===== src/rtl/adc_monitor_pkg.sv =====
// constants, register map and state codes for the monitor converter control
// assumes a 125 MHz system clock and a 16-bit register port
package adc_monitor_pkg;

  localparam int          ADDR_W          = 8;
  localparam int          DATA_W          = 16;
  localparam int          RES_W           = 16;
  localparam int          NUM_CH_DEF      = 8;

  // register offsets
  localparam logic [7:0]  ADDR_CTRL       = 8'h00;
  localparam logic [7:0]  ADDR_CHAN_DIS   = 8'h01;
  localparam logic [7:0]  ADDR_STATUS     = 8'h02;
  localparam logic [7:0]  ADDR_FLAG       = 8'h03;
  localparam logic [7:0]  ADDR_MASK       = 8'h04;
  localparam logic [7:0]  ADDR_RESULT     = 8'h10;

  // control field positions
  localparam int          CTRL_EN_BIT     = 0;
  localparam int          CTRL_ONESHOT_BIT = 1;
  localparam int          CTRL_AVG_BIT    = 2;
  localparam int          CTRL_SEED_BIT   = 3;
  localparam int          CTRL_SPEED_LSB  = 4;
  localparam int          CTRL_IBAT_BIT   = 6;

  // status field positions
  localparam int          STAT_DONE_BIT   = 0;
  localparam int          STAT_BUSY_BIT   = 1;
  localparam int          STAT_SUPPLY_BIT = 2;
  localparam int          STAT_PAUSE_BIT  = 3;
  localparam int          STAT_HIGHZ_BIT  = 4;
  localparam int          FLAG_DONE_BIT   = 0;
  localparam int          MASK_DONE_BIT   = 0;

  // reset values
  localparam logic [15:0] CTRL_RESET      = 16'h0000;
  localparam logic [15:0] CHAN_DIS_RESET  = 16'h0000;
  localparam logic [15:0] MASK_RESET      = 16'h0000;
  localparam logic [15:0] RESULT_RESET    = 16'h0000;

  // channel assignment
  localparam int          CHARGE_CUR_CH   = 2;
  localparam int          IBAT_CH         = 3;
  localparam int          THERM_CH        = 6;

  // interrupt pulse timing
  localparam int          CLK_PERIOD_NS   = 8;
  localparam int          INT_PULSE_US    = 256;
  localparam int          INT_PULSE_CYC   = (INT_PULSE_US * 1000 + CLK_PERIOD_NS - 1)
                                            / CLK_PERIOD_NS;

  typedef enum logic [1:0] {
    ST_IDLE  = 2'b00,
    ST_START = 2'b01,
    ST_WAIT  = 2'b10
  } pass_state_t;

endpackage : adc_monitor_pkg


===== src/rtl/int_pulse_gen.sv =====
// fixed-width active-low notification pulse generator
// assumes trig_i is a one-cycle pulse from logic on sys_clk_i
`timescale 1ns/1ps
`default_nettype none

module int_pulse_gen #(
  parameter int CYC = 32000
) (
  input  wire logic sys_clk_i,
  input  wire logic rst_i,
  input  wire logic trig_i,
  output logic      int_n_o
);

  localparam int CNT_W = $clog2(CYC + 1);

  logic [CNT_W-1:0] cnt_q;
  logic             int_n_q;

  always_ff @(posedge sys_clk_i) begin
    if (rst_i) begin
      cnt_q   <= '0;
      int_n_q <= 1'b1;
    end else if (trig_i && cnt_q == '0) begin
      cnt_q   <= CNT_W'(CYC);
      int_n_q <= 1'b0;
    end else if (cnt_q != '0) begin
      cnt_q <= cnt_q - CNT_W'(1);
      if (cnt_q == CNT_W'(1)) begin
        int_n_q <= 1'b1;
      end
    end
  end

  assign int_n_o = int_n_q;
endmodule : int_pulse_gen
`default_nettype wire


===== src/rtl/adc_monitor_ctrl.sv =====
// control of the charger monitor converter: passes, gating, results, done event
// assumes an analog core on sys_clk_i answering conv_start_o with conv_done_i
// Summary of operation
// - one converter, 16-bit results, software enable
// - one-shot pass end clears enable
// - optional averaging, seed from stored or fresh
// - run only with a valid supply
// - early enable waits for supply, then starts
// - high impedance mode still converts
// - thermistor channel raises battery-only threshold
// - speed change redoes current channel
// - disabled channel keeps last result
// - disable mid-conversion finishes, skips next pass
// - all disabled: powered, idle, ready
// - one-shot end sets done, masked interrupt
// - continuous mode keeps done at zero
// - faults never stop; only software disable
// - adapter plug-in pauses until setup done
// - thermistor channel forces bias regulator on
// - charge current reads zero when not charging
// - battery current valid only with amp enabled
// - interrupt is fixed-length low pulse
// - flags clear on read, set on edge
//
// Decided for this implementation: the address map and the address-and-strobe port.
`timescale 1ns/1ps
`default_nettype none

module adc_monitor_ctrl
  import adc_monitor_pkg::*;
#(
  parameter int NUM_CH    = NUM_CH_DEF,
  parameter int PULSE_CYC = INT_PULSE_CYC,
  parameter int CH_W      = $clog2(NUM_CH)
) (
  input  wire logic              sys_clk_i,
  input  wire logic              rst_i,
  input  wire logic [ADDR_W-1:0] reg_addr_i,
  input  wire logic [DATA_W-1:0] reg_wdata_i,
  input  wire logic              reg_wr_i,
  input  wire logic              reg_rd_i,
  output logic      [DATA_W-1:0] reg_rdata_o,
  input  wire logic              ac_valid_i,
  input  wire logic              bus_valid_i,
  input  wire logic              bat_above_low_i,
  input  wire logic              bat_above_high_i,
  input  wire logic              high_impedance_input_mode_i,
  input  wire logic              adapter_plugin_i,
  input  wire logic              input_setup_done_i,
  input  wire logic              battery_only_i,
  input  wire logic              charge_current_zero_i,
  output logic                   conv_start_o,
  output logic                   conv_abort_o,
  output logic      [CH_W-1:0]   conv_chan_o,
  output logic      [1:0]        sample_speed_o,
  input  wire logic              conv_done_i,
  input  wire logic [RES_W-1:0]  conv_data_i,
  output logic                   adc_power_en_o,
  output logic                   internal_bias_regulator_en_o,
  output logic                   current_sense_amp_en_o,
  output logic                   int_n_o
);

  // ----------------------------------------------------------------
  // registers and state
  // ----------------------------------------------------------------
  pass_state_t       state_q;
  logic              conv_en_q;
  logic              oneshot_q;
  logic              avg_en_q;
  logic              seed_sel_q;
  logic [1:0]        speed_q;
  logic [1:0]        run_speed_q;
  logic              ibat_en_q;
  logic [NUM_CH-1:0] chan_dis_q;
  logic              done_mask_q;
  logic              done_stat_q;
  logic              done_flag_q;
  logic              pause_q;
  logic              amp_en_q;
  logic [CH_W-1:0]   cur_q;
  logic [NUM_CH-1:0] seeded_q;
  logic [RES_W-1:0]  res_q [NUM_CH];
  logic [DATA_W-1:0] rdata_q;
  logic [3:0]        sync_a_q;
  logic [3:0]        sync_b_q;

  logic              wr_ctrl;
  logic              run_ok;
  logic              hold;
  logic              pass_end;
  logic              done_set;
  logic              chan_ok;
  logic [CH_W:0]     first_ch;
  logic [CH_W:0]     next_ch;
  logic [RES_W:0]    avg_sum;
  logic [RES_W-1:0]  new_res;

  // lowest enabled channel at or above from
  function automatic logic [CH_W:0] find_enabled(input logic [NUM_CH-1:0] dis,
                                                 input int from);
    logic [CH_W:0] r;
    r = '0;
    for (int i = NUM_CH - 1; i >= 0; i--) begin
      if (i >= from && !dis[i]) begin
        r = {1'b1, CH_W'(i)};
      end
    end
    return r;
  endfunction : find_enabled

  // ----------------------------------------------------------------
  // supply comparators and gating
  // ----------------------------------------------------------------
  always_ff @(posedge sys_clk_i) begin
    if (rst_i) begin
      sync_a_q <= 4'h0;
      sync_b_q <= 4'h0;
    end else begin
      sync_a_q <= {bat_above_high_i, bat_above_low_i, bus_valid_i, ac_valid_i};
      sync_b_q <= sync_a_q;
    end
  end

  // any valid supply; thermistor raises battery threshold
  assign run_ok = sync_b_q[0] | sync_b_q[1]
                | (chan_dis_q[THERM_CH] ? sync_b_q[2] : sync_b_q[3]);
  // faults and input mode play no part in gating
  assign hold   = !run_ok | pause_q;

  // pause from plug-in until input setup finished
  always_ff @(posedge sys_clk_i) begin
    if (rst_i) begin
      pause_q <= 1'b0;
    end else if (adapter_plugin_i) begin
      pause_q <= 1'b1;
    end else if (input_setup_done_i) begin
      pause_q <= 1'b0;
    end
  end

  // ----------------------------------------------------------------
  // software registers
  // ----------------------------------------------------------------
  assign wr_ctrl = reg_wr_i && reg_addr_i == ADDR_CTRL;

  always_ff @(posedge sys_clk_i) begin
    if (rst_i) begin
      oneshot_q   <= CTRL_RESET[CTRL_ONESHOT_BIT];
      avg_en_q    <= CTRL_RESET[CTRL_AVG_BIT];
      seed_sel_q  <= CTRL_RESET[CTRL_SEED_BIT];
      speed_q     <= CTRL_RESET[CTRL_SPEED_LSB +: 2];
      ibat_en_q   <= CTRL_RESET[CTRL_IBAT_BIT];
      chan_dis_q  <= CHAN_DIS_RESET[NUM_CH-1:0];
      done_mask_q <= MASK_RESET[MASK_DONE_BIT];
    end else if (reg_wr_i) begin
      if (reg_addr_i == ADDR_CTRL) begin
        oneshot_q  <= reg_wdata_i[CTRL_ONESHOT_BIT];
        avg_en_q   <= reg_wdata_i[CTRL_AVG_BIT];
        seed_sel_q <= reg_wdata_i[CTRL_SEED_BIT];
        speed_q    <= reg_wdata_i[CTRL_SPEED_LSB +: 2];
        ibat_en_q  <= reg_wdata_i[CTRL_IBAT_BIT];
      end
      if (reg_addr_i == ADDR_CHAN_DIS) begin
        chan_dis_q <= reg_wdata_i[NUM_CH-1:0];
      end
      if (reg_addr_i == ADDR_MASK) begin
        done_mask_q <= reg_wdata_i[MASK_DONE_BIT];
      end
    end
  end

  // software enable; cleared by hardware after one-shot pass
  always_ff @(posedge sys_clk_i) begin
    if (rst_i) begin
      conv_en_q <= CTRL_RESET[CTRL_EN_BIT];
    end else if (wr_ctrl) begin
      conv_en_q <= reg_wdata_i[CTRL_EN_BIT];
    end else if (pass_end && oneshot_q) begin
      conv_en_q <= 1'b0;
    end
  end

  // ----------------------------------------------------------------
  // pass sequencer
  // ----------------------------------------------------------------
  assign first_ch = find_enabled(chan_dis_q, 0);
  assign next_ch  = find_enabled(chan_dis_q, int'(cur_q) + 1);
  assign chan_ok  = conv_en_q && !hold;

  always_comb begin
    conv_start_o = 1'b0;
    conv_abort_o = 1'b0;
    pass_end     = 1'b0;
    case (state_q)
      ST_START: begin
        conv_start_o = chan_ok;
      end
      ST_WAIT: begin
        if (!chan_ok || speed_q != run_speed_q) begin
          conv_abort_o = 1'b1;
        end else if (conv_done_i && !next_ch[CH_W]) begin
          pass_end = 1'b1;
        end
      end
      default: begin
        conv_start_o = 1'b0;
      end
    endcase
  end

  always_ff @(posedge sys_clk_i) begin
    if (rst_i) begin
      state_q     <= ST_IDLE;
      cur_q       <= '0;
      run_speed_q <= CTRL_RESET[CTRL_SPEED_LSB +: 2];
    end else begin
      case (state_q)
        ST_IDLE: begin
          // idle while every channel is disabled
          if (conv_en_q && first_ch[CH_W]) begin
            cur_q   <= first_ch[CH_W-1:0];
            state_q <= ST_START;
          end
        end
        ST_START: begin
          // wait here until a supply is valid
          if (!conv_en_q) begin
            state_q <= ST_IDLE;
          end else if (!hold) begin
            run_speed_q <= speed_q;
            state_q     <= ST_WAIT;
          end
        end
        ST_WAIT: begin
          if (!conv_en_q) begin
            state_q <= ST_IDLE;
          end else if (hold || speed_q != run_speed_q) begin
            // redo current channel at new speed
            state_q <= ST_START;
          end else if (conv_done_i) begin
            // ascending order; disables seen next pick
            if (next_ch[CH_W]) begin
              cur_q   <= next_ch[CH_W-1:0];
              state_q <= ST_START;
            end else begin
              state_q <= ST_IDLE;
            end
          end
        end
        default: begin
          state_q <= ST_IDLE;
        end
      endcase
    end
  end

  // ----------------------------------------------------------------
  // result storage
  // ----------------------------------------------------------------
  // average with stored value unless fresh seed pending
  assign avg_sum = {1'b0, res_q[cur_q]} + {1'b0, conv_data_i};

  always_comb begin
    new_res = conv_data_i;
    if (avg_en_q && (!seed_sel_q || seeded_q[cur_q])) begin
      new_res = avg_sum[RES_W:1];
    end
    // charge current reads zero outside charge or discharge
    if (int'(cur_q) == CHARGE_CUR_CH && charge_current_zero_i) begin
      new_res = '0;
    end
  end

  always_ff @(posedge sys_clk_i) begin
    if (rst_i) begin
      for (int i = 0; i < NUM_CH; i++) begin
        res_q[i] <= RESULT_RESET;
      end
      seeded_q <= '0;
    end else begin
      // only a completed conversion touches a result
      if (state_q == ST_WAIT && !conv_abort_o && conv_done_i) begin
        // battery current stored only with amp running
        if (int'(cur_q) != IBAT_CH || amp_en_q) begin
          res_q[cur_q]    <= new_res;
          seeded_q[cur_q] <= avg_en_q;
        end
      end
      if (!avg_en_q) begin
        seeded_q <= '0;
      end
    end
  end

  // ----------------------------------------------------------------
  // done status, flag and notification
  // ----------------------------------------------------------------
  // set at one-shot pass end; held low in continuous
  assign done_set = pass_end && oneshot_q && !done_stat_q;

  always_ff @(posedge sys_clk_i) begin
    if (rst_i) begin
      done_stat_q <= 1'b0;
    end else if (pass_end && oneshot_q) begin
      done_stat_q <= 1'b1;
    end else if (!oneshot_q || (state_q == ST_IDLE && conv_en_q)) begin
      done_stat_q <= 1'b0;
    end
  end

  // set on rising status, cleared by reading, set wins
  always_ff @(posedge sys_clk_i) begin
    if (rst_i) begin
      done_flag_q <= 1'b0;
    end else if (done_set) begin
      done_flag_q <= 1'b1;
    end else if (reg_rd_i && reg_addr_i == ADDR_FLAG) begin
      done_flag_q <= 1'b0;
    end
  end

  int_pulse_gen #(
    .CYC (PULSE_CYC)
  ) i_int_pulse_gen (
    .sys_clk_i (sys_clk_i),
    .rst_i     (rst_i),
    .trig_i    (done_set && !done_mask_q),
    .int_n_o   (int_n_o)
  );

  // ----------------------------------------------------------------
  // analog side controls
  // ----------------------------------------------------------------
  always_ff @(posedge sys_clk_i) begin
    if (rst_i) begin
      amp_en_q <= 1'b0;
    end else begin
      // amp off in battery-only unless enabled
      amp_en_q <= !battery_only_i || ibat_en_q;
    end
  end

  assign adc_power_en_o               = conv_en_q;
  assign internal_bias_regulator_en_o = conv_en_q && !chan_dis_q[THERM_CH];
  assign current_sense_amp_en_o       = amp_en_q;
  assign conv_chan_o                  = cur_q;
  assign sample_speed_o               = speed_q;

  // ----------------------------------------------------------------
  // register read port
  // ----------------------------------------------------------------
  always_ff @(posedge sys_clk_i) begin
    if (rst_i) begin
      rdata_q <= '0;
    end else begin
      rdata_q <= '0;
      if (reg_rd_i) begin
        if (reg_addr_i == ADDR_CTRL) begin
          rdata_q[CTRL_EN_BIT]           <= conv_en_q;
          rdata_q[CTRL_ONESHOT_BIT]      <= oneshot_q;
          rdata_q[CTRL_AVG_BIT]          <= avg_en_q;
          rdata_q[CTRL_SEED_BIT]         <= seed_sel_q;
          rdata_q[CTRL_SPEED_LSB +: 2]   <= speed_q;
          rdata_q[CTRL_IBAT_BIT]         <= ibat_en_q;
        end else if (reg_addr_i == ADDR_CHAN_DIS) begin
          rdata_q[NUM_CH-1:0] <= chan_dis_q;
        end else if (reg_addr_i == ADDR_STATUS) begin
          rdata_q[STAT_DONE_BIT]   <= done_stat_q;
          rdata_q[STAT_BUSY_BIT]   <= state_q != ST_IDLE;
          rdata_q[STAT_SUPPLY_BIT] <= run_ok;
          rdata_q[STAT_PAUSE_BIT]  <= pause_q;
          rdata_q[STAT_HIGHZ_BIT]  <= high_impedance_input_mode_i;
        end else if (reg_addr_i == ADDR_FLAG) begin
          rdata_q[FLAG_DONE_BIT] <= done_flag_q;
        end else if (reg_addr_i == ADDR_MASK) begin
          rdata_q[MASK_DONE_BIT] <= done_mask_q;
        end else if (reg_addr_i >= ADDR_RESULT
                     && reg_addr_i < ADDR_RESULT + ADDR_W'(NUM_CH)) begin
          rdata_q <= res_q[CH_W'(reg_addr_i - ADDR_RESULT)];
        end
      end
    end
  end

  assign reg_rdata_o = rdata_q;
endmodule : adc_monitor_ctrl
`default_nettype wire


===== config.mk =====
export PLATFORM = sky130hd
export DESIGN_NAME = adc_monitor_ctrl
export DESIGN_NICKNAME = d
export VERILOG_FILES = /design/src/rtl/adc_monitor_pkg.sv /design/src/rtl/int_pulse_gen.sv /design/src/rtl/adc_monitor_ctrl.sv
export SDC_FILE = /design/constraint.sdc
export NUM_CORES = 1
export LEC_CHECK = 0
export BUFFER_PORTS_ARGS = -buffer_cell sky130_fd_sc_hd__buf_2
export CAP_MARGIN = 20
export CORE_MARGIN = 2
export CORE_UTILIZATION = 30
export DETAILED_ROUTE_END_ITERATION = 7
export SLEW_MARGIN = 20
export SYNTH_ARGS = -nofsm -noshare
export SYNTH_HDL_FRONTEND = slang
export SYNTH_SLANG_ARGS = --single-unit
export TNS_END_PERCENT = 1

===== constraint.sdc =====
create_clock -name sys_clk_i -period 6.13 [get_ports sys_clk_i]
set_clock_uncertainty 0.05 [all_clocks]
set_input_delay 1.226 -clock sys_clk_i [delete_from_list [all_inputs] [get_ports sys_clk_i]]
set_output_delay 1.226 -clock sys_clk_i [all_outputs]
set_load 0.02 [all_outputs]

==> results of run 1 <==
## critical path, stage by stage, from the launching register on
cell	delay, ps
dfxtp_2	980
buf_4	370
mux4_2	530
mux2_2	280
ha_1	390
nand4_1	150
nor2_1	80
a211oi_1	480
a211oi_1	170
a211oi_2	720
nor2_1	140
## cell families after synthesis
logic type               count (synthesis)
AND/OR/NAND/NOR                        357
flip-flops                             206
AO/OA/AOI/OAI                          171
multiplexers                           132
buffers and inverters                   71
adder cells (fa/ha/maj)                 22
XOR/XNOR                                10
## cell type report
class                           instances  share of cell area (%)
Timing Repair Buffer                   80                   3.331
Inverter                               22                  0.6542
Clock inverter                         11                  0.5155
Multi-Input combinational cell        692                   42.95
Tap cell                              468                   4.639
Sequential cell                       206                   42.83
Clock buffer                           32                   5.075
## registers in the layout (all words and copies together) (netlist names), 3 cells and up, named ones only
name	flops
res_q	128
reg_rdata_o	16
i_int_pulse_gen.cnt_q	15
chan_dis_q	8
seeded_q	8
sync_a_q	4
sync_b_q	4
conv_chan_o	3
## report_power, final
group	switching (mW)	internal (mW)
clock	0.573	0.734
sequential	0.0523	1.54
combinational	0.288	0.187
total	0.913	2.46
## cell usage after synthesis (all sizes together), types with 14 or more instances
library cell,count,area share [%]
a211oi,17,1.3
a21oi,54,2.5
buf,20,0.95
clkbuf,29,0.98
dfxtp,78,14
edfxtp,128,35
ha,21,2.4
inv,22,0.74
mux2,25,2.6
mux2i,44,4.1
mux4,63,13
nand2,43,1.5
nand3,14,0.63
nor2,188,6.4
nor2b,19,1.1
nor3,27,1.4
o21ai,23,1.1
## routing by layer
layer | GRT usage (%) | vias up | wire, um
li1 | - | 3801 | -
met1 | 21.67 | 4192 | 13550
met2 | 27.87 | 317 | 15320
met3 | 1.899 | 57 | 1884
met4 | 5.471 | 0 | 917
met5 | 0 | - | 0
## metrics by stage
stage                     area [sq um]  total power, mW  worst slack, ps  std cells
after global placement           11910            2.080             1309       1468
after floorplan                  11120            1.959             1852        969
after CTS                        12620            3.398             1152       1511
after global routing             12620            3.515             1154       1511
after detailed placement         11910            2.093             1225       1468
final                            12620            3.374             1459       1511
## worst paths after layout
kind,cells past startpoint,endpoint,slack [ps],startpoint
hold reg to reg,1,sync_b_q[1]$_SDFF_PP0_,380,sync_a_q[1]$_SDFF_PP0_
setup reg to reg,10,res_q[0][10]$_SDFFCE_PN0P_,1460,register
hold / removal,1,sync_b_q[1]$_SDFF_PP0_,380,sync_a_q[1]$_SDFF_PP0_
setup / recovery,10,res_q[0][10]$_SDFFCE_PN0P_,1460,register
## cells in the final DEF (no fill, tap or decap), drive strengths merged, types with 27 or more instances in the layout
cell type and instances:
dfxtp 78, mux4 63, buf 80, edfxtp 128
nor2 188, mux2i 44, a21oi 54, clkbuf 32
nor3 27, nand2 43
==> results.yml, run 1 <==
floorplan:
  dieArea_sq_um: 38620
  initial_utilization_pct: 30.44
  die_x_um: 196.5
  die_h_um: 196.5
  rows: 70
  core_sq_um: 36520
  ioPinCount: 81
route:
  drc: 0
  vias: 8367
  wl_per_cell_um: 20.96
  antenna_left: 0
  drt_iter0_markers: 756
  via_per_inst: 5.537
  wl_mm: 31.67
  dr.pass1.iters: 6
finish:
  synthToLayoutAreaGrowth_pct: 13.53
  register_area_sq_um: 5406
  multi_input_area_sq_um: 5421
  fin_nets: 1102
  drive_gt1_share_pct: 22.44
  n_fill_cell: 3615
  n_antenna_cell: 0
  post-route-util_pct: 34.56
grt:
  grt_usage_pct: 16.35
  grt_max_degree: 56
  grt_pass1_vias: 8507
  gr-total-overflow: 0
  antenna_found_initial: 0
  grt_first_pass_wirelength_mm: 48.56
sta:
  max_freq_ghz: 0.2141
  max_slew_margin_pct: 29.90
  finalCritPeriodShare_pct: 76.20
  hold_viol: 0
  rsz0062_at_grt: "no"
  setup_viol: 0
  period_minus_slack_ps: 4671
  hold_ws_ps: 384.6
  setup_tns_ps: 0
  worst_pin_slew_ps: 1049
  finalMaxSlewViolations: 0
synth:
  synth_seq_cells: 206
  synth_compound_area_share_pct: 11.05
  avgSynthCellArea_sq_um: 11.47
  syn_inst: 969
  yosysWarningCount: 0
  synth_mux_area_share_pct: 19.42
  ys.flop_type: "edfxtp_1"
  synth_area_sq_um: 11120
  synthDistinctLibCells: 77
  synth.yosys.seq_area_share_pct: 48.62
  synth-edff-count: 128
  async_flop_share_pct: 0
  synth-xor-area-share_pct: 0.7878
  synth_top_family_by_area: "multiplexers"
  synth_fa_ha_area_share_pct: 2.543
  syn_nets: 1045
  yosys.area_share.simple_pct: 14.91
cts:
  cts_tree: "yes"
  cts.sinks: 206
  numCtsBuffers: 24
  cts-root-buf: "clkbuf_16"
  clk_path_buf_depth: 3
  postCtsSetupBuffers: 0
  hold_buffers: 0
  cts-resized-gates: 0
  clock_latency_ps: 540
  htreeDepth: 1
  clk_pin_slew_ps: 60
status:
  status: "finished clean"
placed_design:
  io_buffers: 72
  dp_hpwl_mm: 21.17
  gp_congestion: 0.8708
hold_path:
  hold_class: "reg -> reg"
pwr:
  p_per_area_nw_per_um2: 267.3
  ir_worst_vdd_uv: 167.1
  p_leak_nw: 4.602
setup_path:
  cp.required_ps: 6300
  critPathMaxFanout: 27
  path_class: "reg -> reg"
  cp-start-kind: "register"
  arrival_ps: 4840
  end_kind: "register"
run:
  cap_violations: 0
Note: power is estimated with default switching activity, not from simulation.
==> run 2: changes to the inputs <==
--- a/config.mk
+++ b/config.mk
@@ -5,6 +5,7 @@
 export SDC_FILE = /design/constraint.sdc
 export NUM_CORES = 1
 export LEC_CHECK = 0
+export ABC_AREA = 1
 export BUFFER_PORTS_ARGS = -buffer_cell sky130_fd_sc_hd__buf_2
 export CAP_MARGIN = 20
 export CORE_MARGIN = 2
==> constraint.sdc (replaced) <==
create_clock -name sys_clk_i -period 3.8 [get_ports sys_clk_i]
set_clock_uncertainty 0.05 [all_clocks]
set_input_delay 0.76 -clock sys_clk_i [delete_from_list [all_inputs] [get_ports sys_clk_i]]
set_output_delay 0.76 -clock sys_clk_i [all_outputs]
set_load 0.02 [all_outputs]
==> results.yml, run 2 <==
status:
  status: "finished clean"
cts:
  cts.sinks: 206
  hold_buffers: 0
  htreeDepth: 1
  clk_pin_slew_ps: 60
  numCtsBuffers: 23
  cts-resized-gates: 0
  clk_path_buf_depth: 3
  postCtsSetupBuffers: 0
  clock_latency_ps: 510
  cts_tree: "yes"
  cts-root-buf: "clkbuf_16"
finish:
  post-route-util_pct: 35.25
  fin_nets: 1501
  final_cell_mix: "nor2_1, nand2_1, inv_1, o21ai_0, edfxtp_1"
  layout_commonest_cell: "nor2_1"
  n_antenna_cell: 0
  regMostFlops: "res_q"
  largest_reg_flops: 128
  synthToLayoutAreaGrowth_pct: 15.35
  drive_gt1_share_pct: 12.84
floorplan:
  rows: 69
  ioPinCount: 81
  die_x_um: 194.8
  core_sq_um: 35740
  initial_utilization_pct: 30.56
  die_h_um: 194.8
  dieArea_sq_um: 37950
setup_path:
  cp.required_ps: 3980
  critical_path.cell_chain: "clkinv_1 -> buf_12 -> o21ai_0 -> o22ai_1 -> nor2_1 -> a31oi_2 -> fa_1 -> nand2_1 -> inv_1 -> nor2_1 -> o21bai_1 -> nand2_1 -> nand2_1 -> nand2_1 -> nand2_1 -> a21oi_1 -> nor2_1 -> o21ai_2 -> nor2_1"
  cpMostUsedCell: "nand2_1"
  arrival_ps: 3660
  end_kind: "register"
  cpPeakStageDelay_ps: 440
  slowest_stage: "fa_1"
  path_buf_inv: 3
  crit_family: "compound AO/OA/AOI/OAI gates"
  critPathMaxFanout: 27
  path_class: "reg -> reg"
  cp-start-kind: "register"
route:
  wl_mm: 33.61
  m1WireLength_mm: 14.60
  dr.pass1.iters: 6
  dr_wl_met2_mm: 15.02
  antenna_left: 0
  drc: 0
  vias: 9779
  top_layer: "met4"
  wl_met3_mm: 2.624
  drt_iter0_markers: 960
  wl_per_cell_um: 17.67
  via_per_inst: 5.141
synth:
  yosysMostFrequentCell: "nor2_1"
  synth_area_leader_cell: "edfxtp_1"
  avgSynthCellArea_sq_um: 8.103
  synth-edff-count: 128
  synth.yosys.seq_area_share_pct: 49.48
  synth_seq_cells: 206
  async_flop_share_pct: 0
  ys_top_cells_by_area: "edfxtp_1, dfxtp_1, nor2_1, o21ai_0, nand2_1"
  synth_area_sq_um: 10920
  synth.top_cell.area_share_pct: 35.19
  syn_nets: 1424
  synthDistinctLibCells: 53
  syn_inst: 1348
  ys_top_cells_by_count: "nor2_1, nand2_1, inv_1"
  yosysWarningCount: 0
  ys.flop_type: "edfxtp_1"
grt:
  grt_usage_pct: 17.26
  grt_max_degree: 44
  gr-total-overflow: 0
  grt_first_pass_wirelength_mm: 51.52
  antenna_found_initial: 0
  grt_pass1_vias: 9211
sta:
  worst_slack_ps: 314.6
  hold_ws_ps: 352.5
  finalMaxSlewViolations: 0
  period_minus_slack_ps: 3485
  rsz0062_at_grt: "no"
  worst_pin_slew_ps: 846.2
  setup_tns_ps: 0
  finalCritPeriodShare_pct: 91.72
  max_slew_margin_pct: 43.45
  hold_viol: 0
  max_freq_ghz: 0.2869
  setup_viol: 0
placed_design:
  io_buffers: 72
  gp_congestion: 0.8467
  dp_hpwl_mm: 23.79
  preCtsSetupSlack_ps: 279.7
pwr:
  total_power_mw: 5.846
  p_per_area_nw_per_um2: 464.0
  p_leak_nw: 5.024
  ir_worst_vdd_uv: 387.8
hold_path:
  hold_class: "reg -> reg"
run:
  cap_violations: 0
## run 2: cell types whose count changed in the layout (fill, tap and decap cells not counted), moves of 23 or more
cell	before	now
mux2_2	24	0
nand2_1	41	170
a21oi_1	53	97
o21ai_0	22	130
nand3_1	14	55
buf_4	8	31
inv_1	22	144
mux4_2	63	0
mux2i_1	40	0
nor2_1	186	288
o22ai_1	3	39
## run 2: routing by layer
metal	global-route usage (%)	up-vias
met1	23.49	4543
met3	2.880	82
met2	27.33	417
li1	-	4737
met4	6.927	0
met5	0	-
## run 2: final timing paths
check / start / end / slack, ps / cells after the start
min: sync_a_q[3]$_SDFF_PP0_ / sync_b_q[3]$_SDFF_PP0_ / 350 / 2
max: register / res_q[1][13]$_SDFFCE_PN0P_ / 310 / 19
min reg2reg: sync_a_q[3]$_SDFF_PP0_ / sync_b_q[3]$_SDFF_PP0_ / 350 / 2
max reg2reg: register / res_q[1][13]$_SDFFCE_PN0P_ / 310 / 19
## run 2: power by group
part	switching (mW)	internal (mW)	total (mW)	leakage [nW]
combinational	0.746	0.394	1.14	2.72
sequential	0.0888	2.49	2.58	1.95
clock	0.907	1.22	2.13	0.349
## run 2: through the flow
stage	cell area (sq um)	cells
2_1_floorplan	10920	1348
3_3_place_gp	11880	1861
3_5_place_dp	11880	1861
4_1_cts	12590	1902
5_1_grt	12600	1902
6_report	12600	1902
## run 2: cell type report
type	count	area, sq um
Sequential cell	206	5406
Multi-Input combinational cell	937	4702
Tap cell	461	576.8
Clock inverter	11	83.83
Fill cell	3709	23140
Timing Repair Buffer	105	633.1
Inverter	152	575.6
Clock buffer	30	621.8
## run 2: worst reg2reg max path, cell delays in order, from the launching register on
cell and delay, ps:
dfxtp_2 400, clkinv_1 180, buf_12 210, o21ai_0 170
o22ai_1 120, nor2_1 130, a31oi_2 90, fa_1 440
nand2_1 70, inv_1 50, nor2_1 100, o21bai_1 120
nand2_1 90, nand2_1 90, nand2_1 70, nand2_1 90
a21oi_1 220, nor2_1 80, o21ai_2 390, nor2_1 70
## run 2: cell families (layout without fill, tap and decap cells)
kind of cell	Yosys count	after routing	share of synthesized area [%]
adders and majority gates	22	22	2.589
buffers and inverters	205	298	7.594
xor gates and xnor gates	11	11	0.8820
DFF	206	206	49.48
and+or+nand+nor	566	566	21.49
AOI/OAI and AO/OA	338	338	17.96
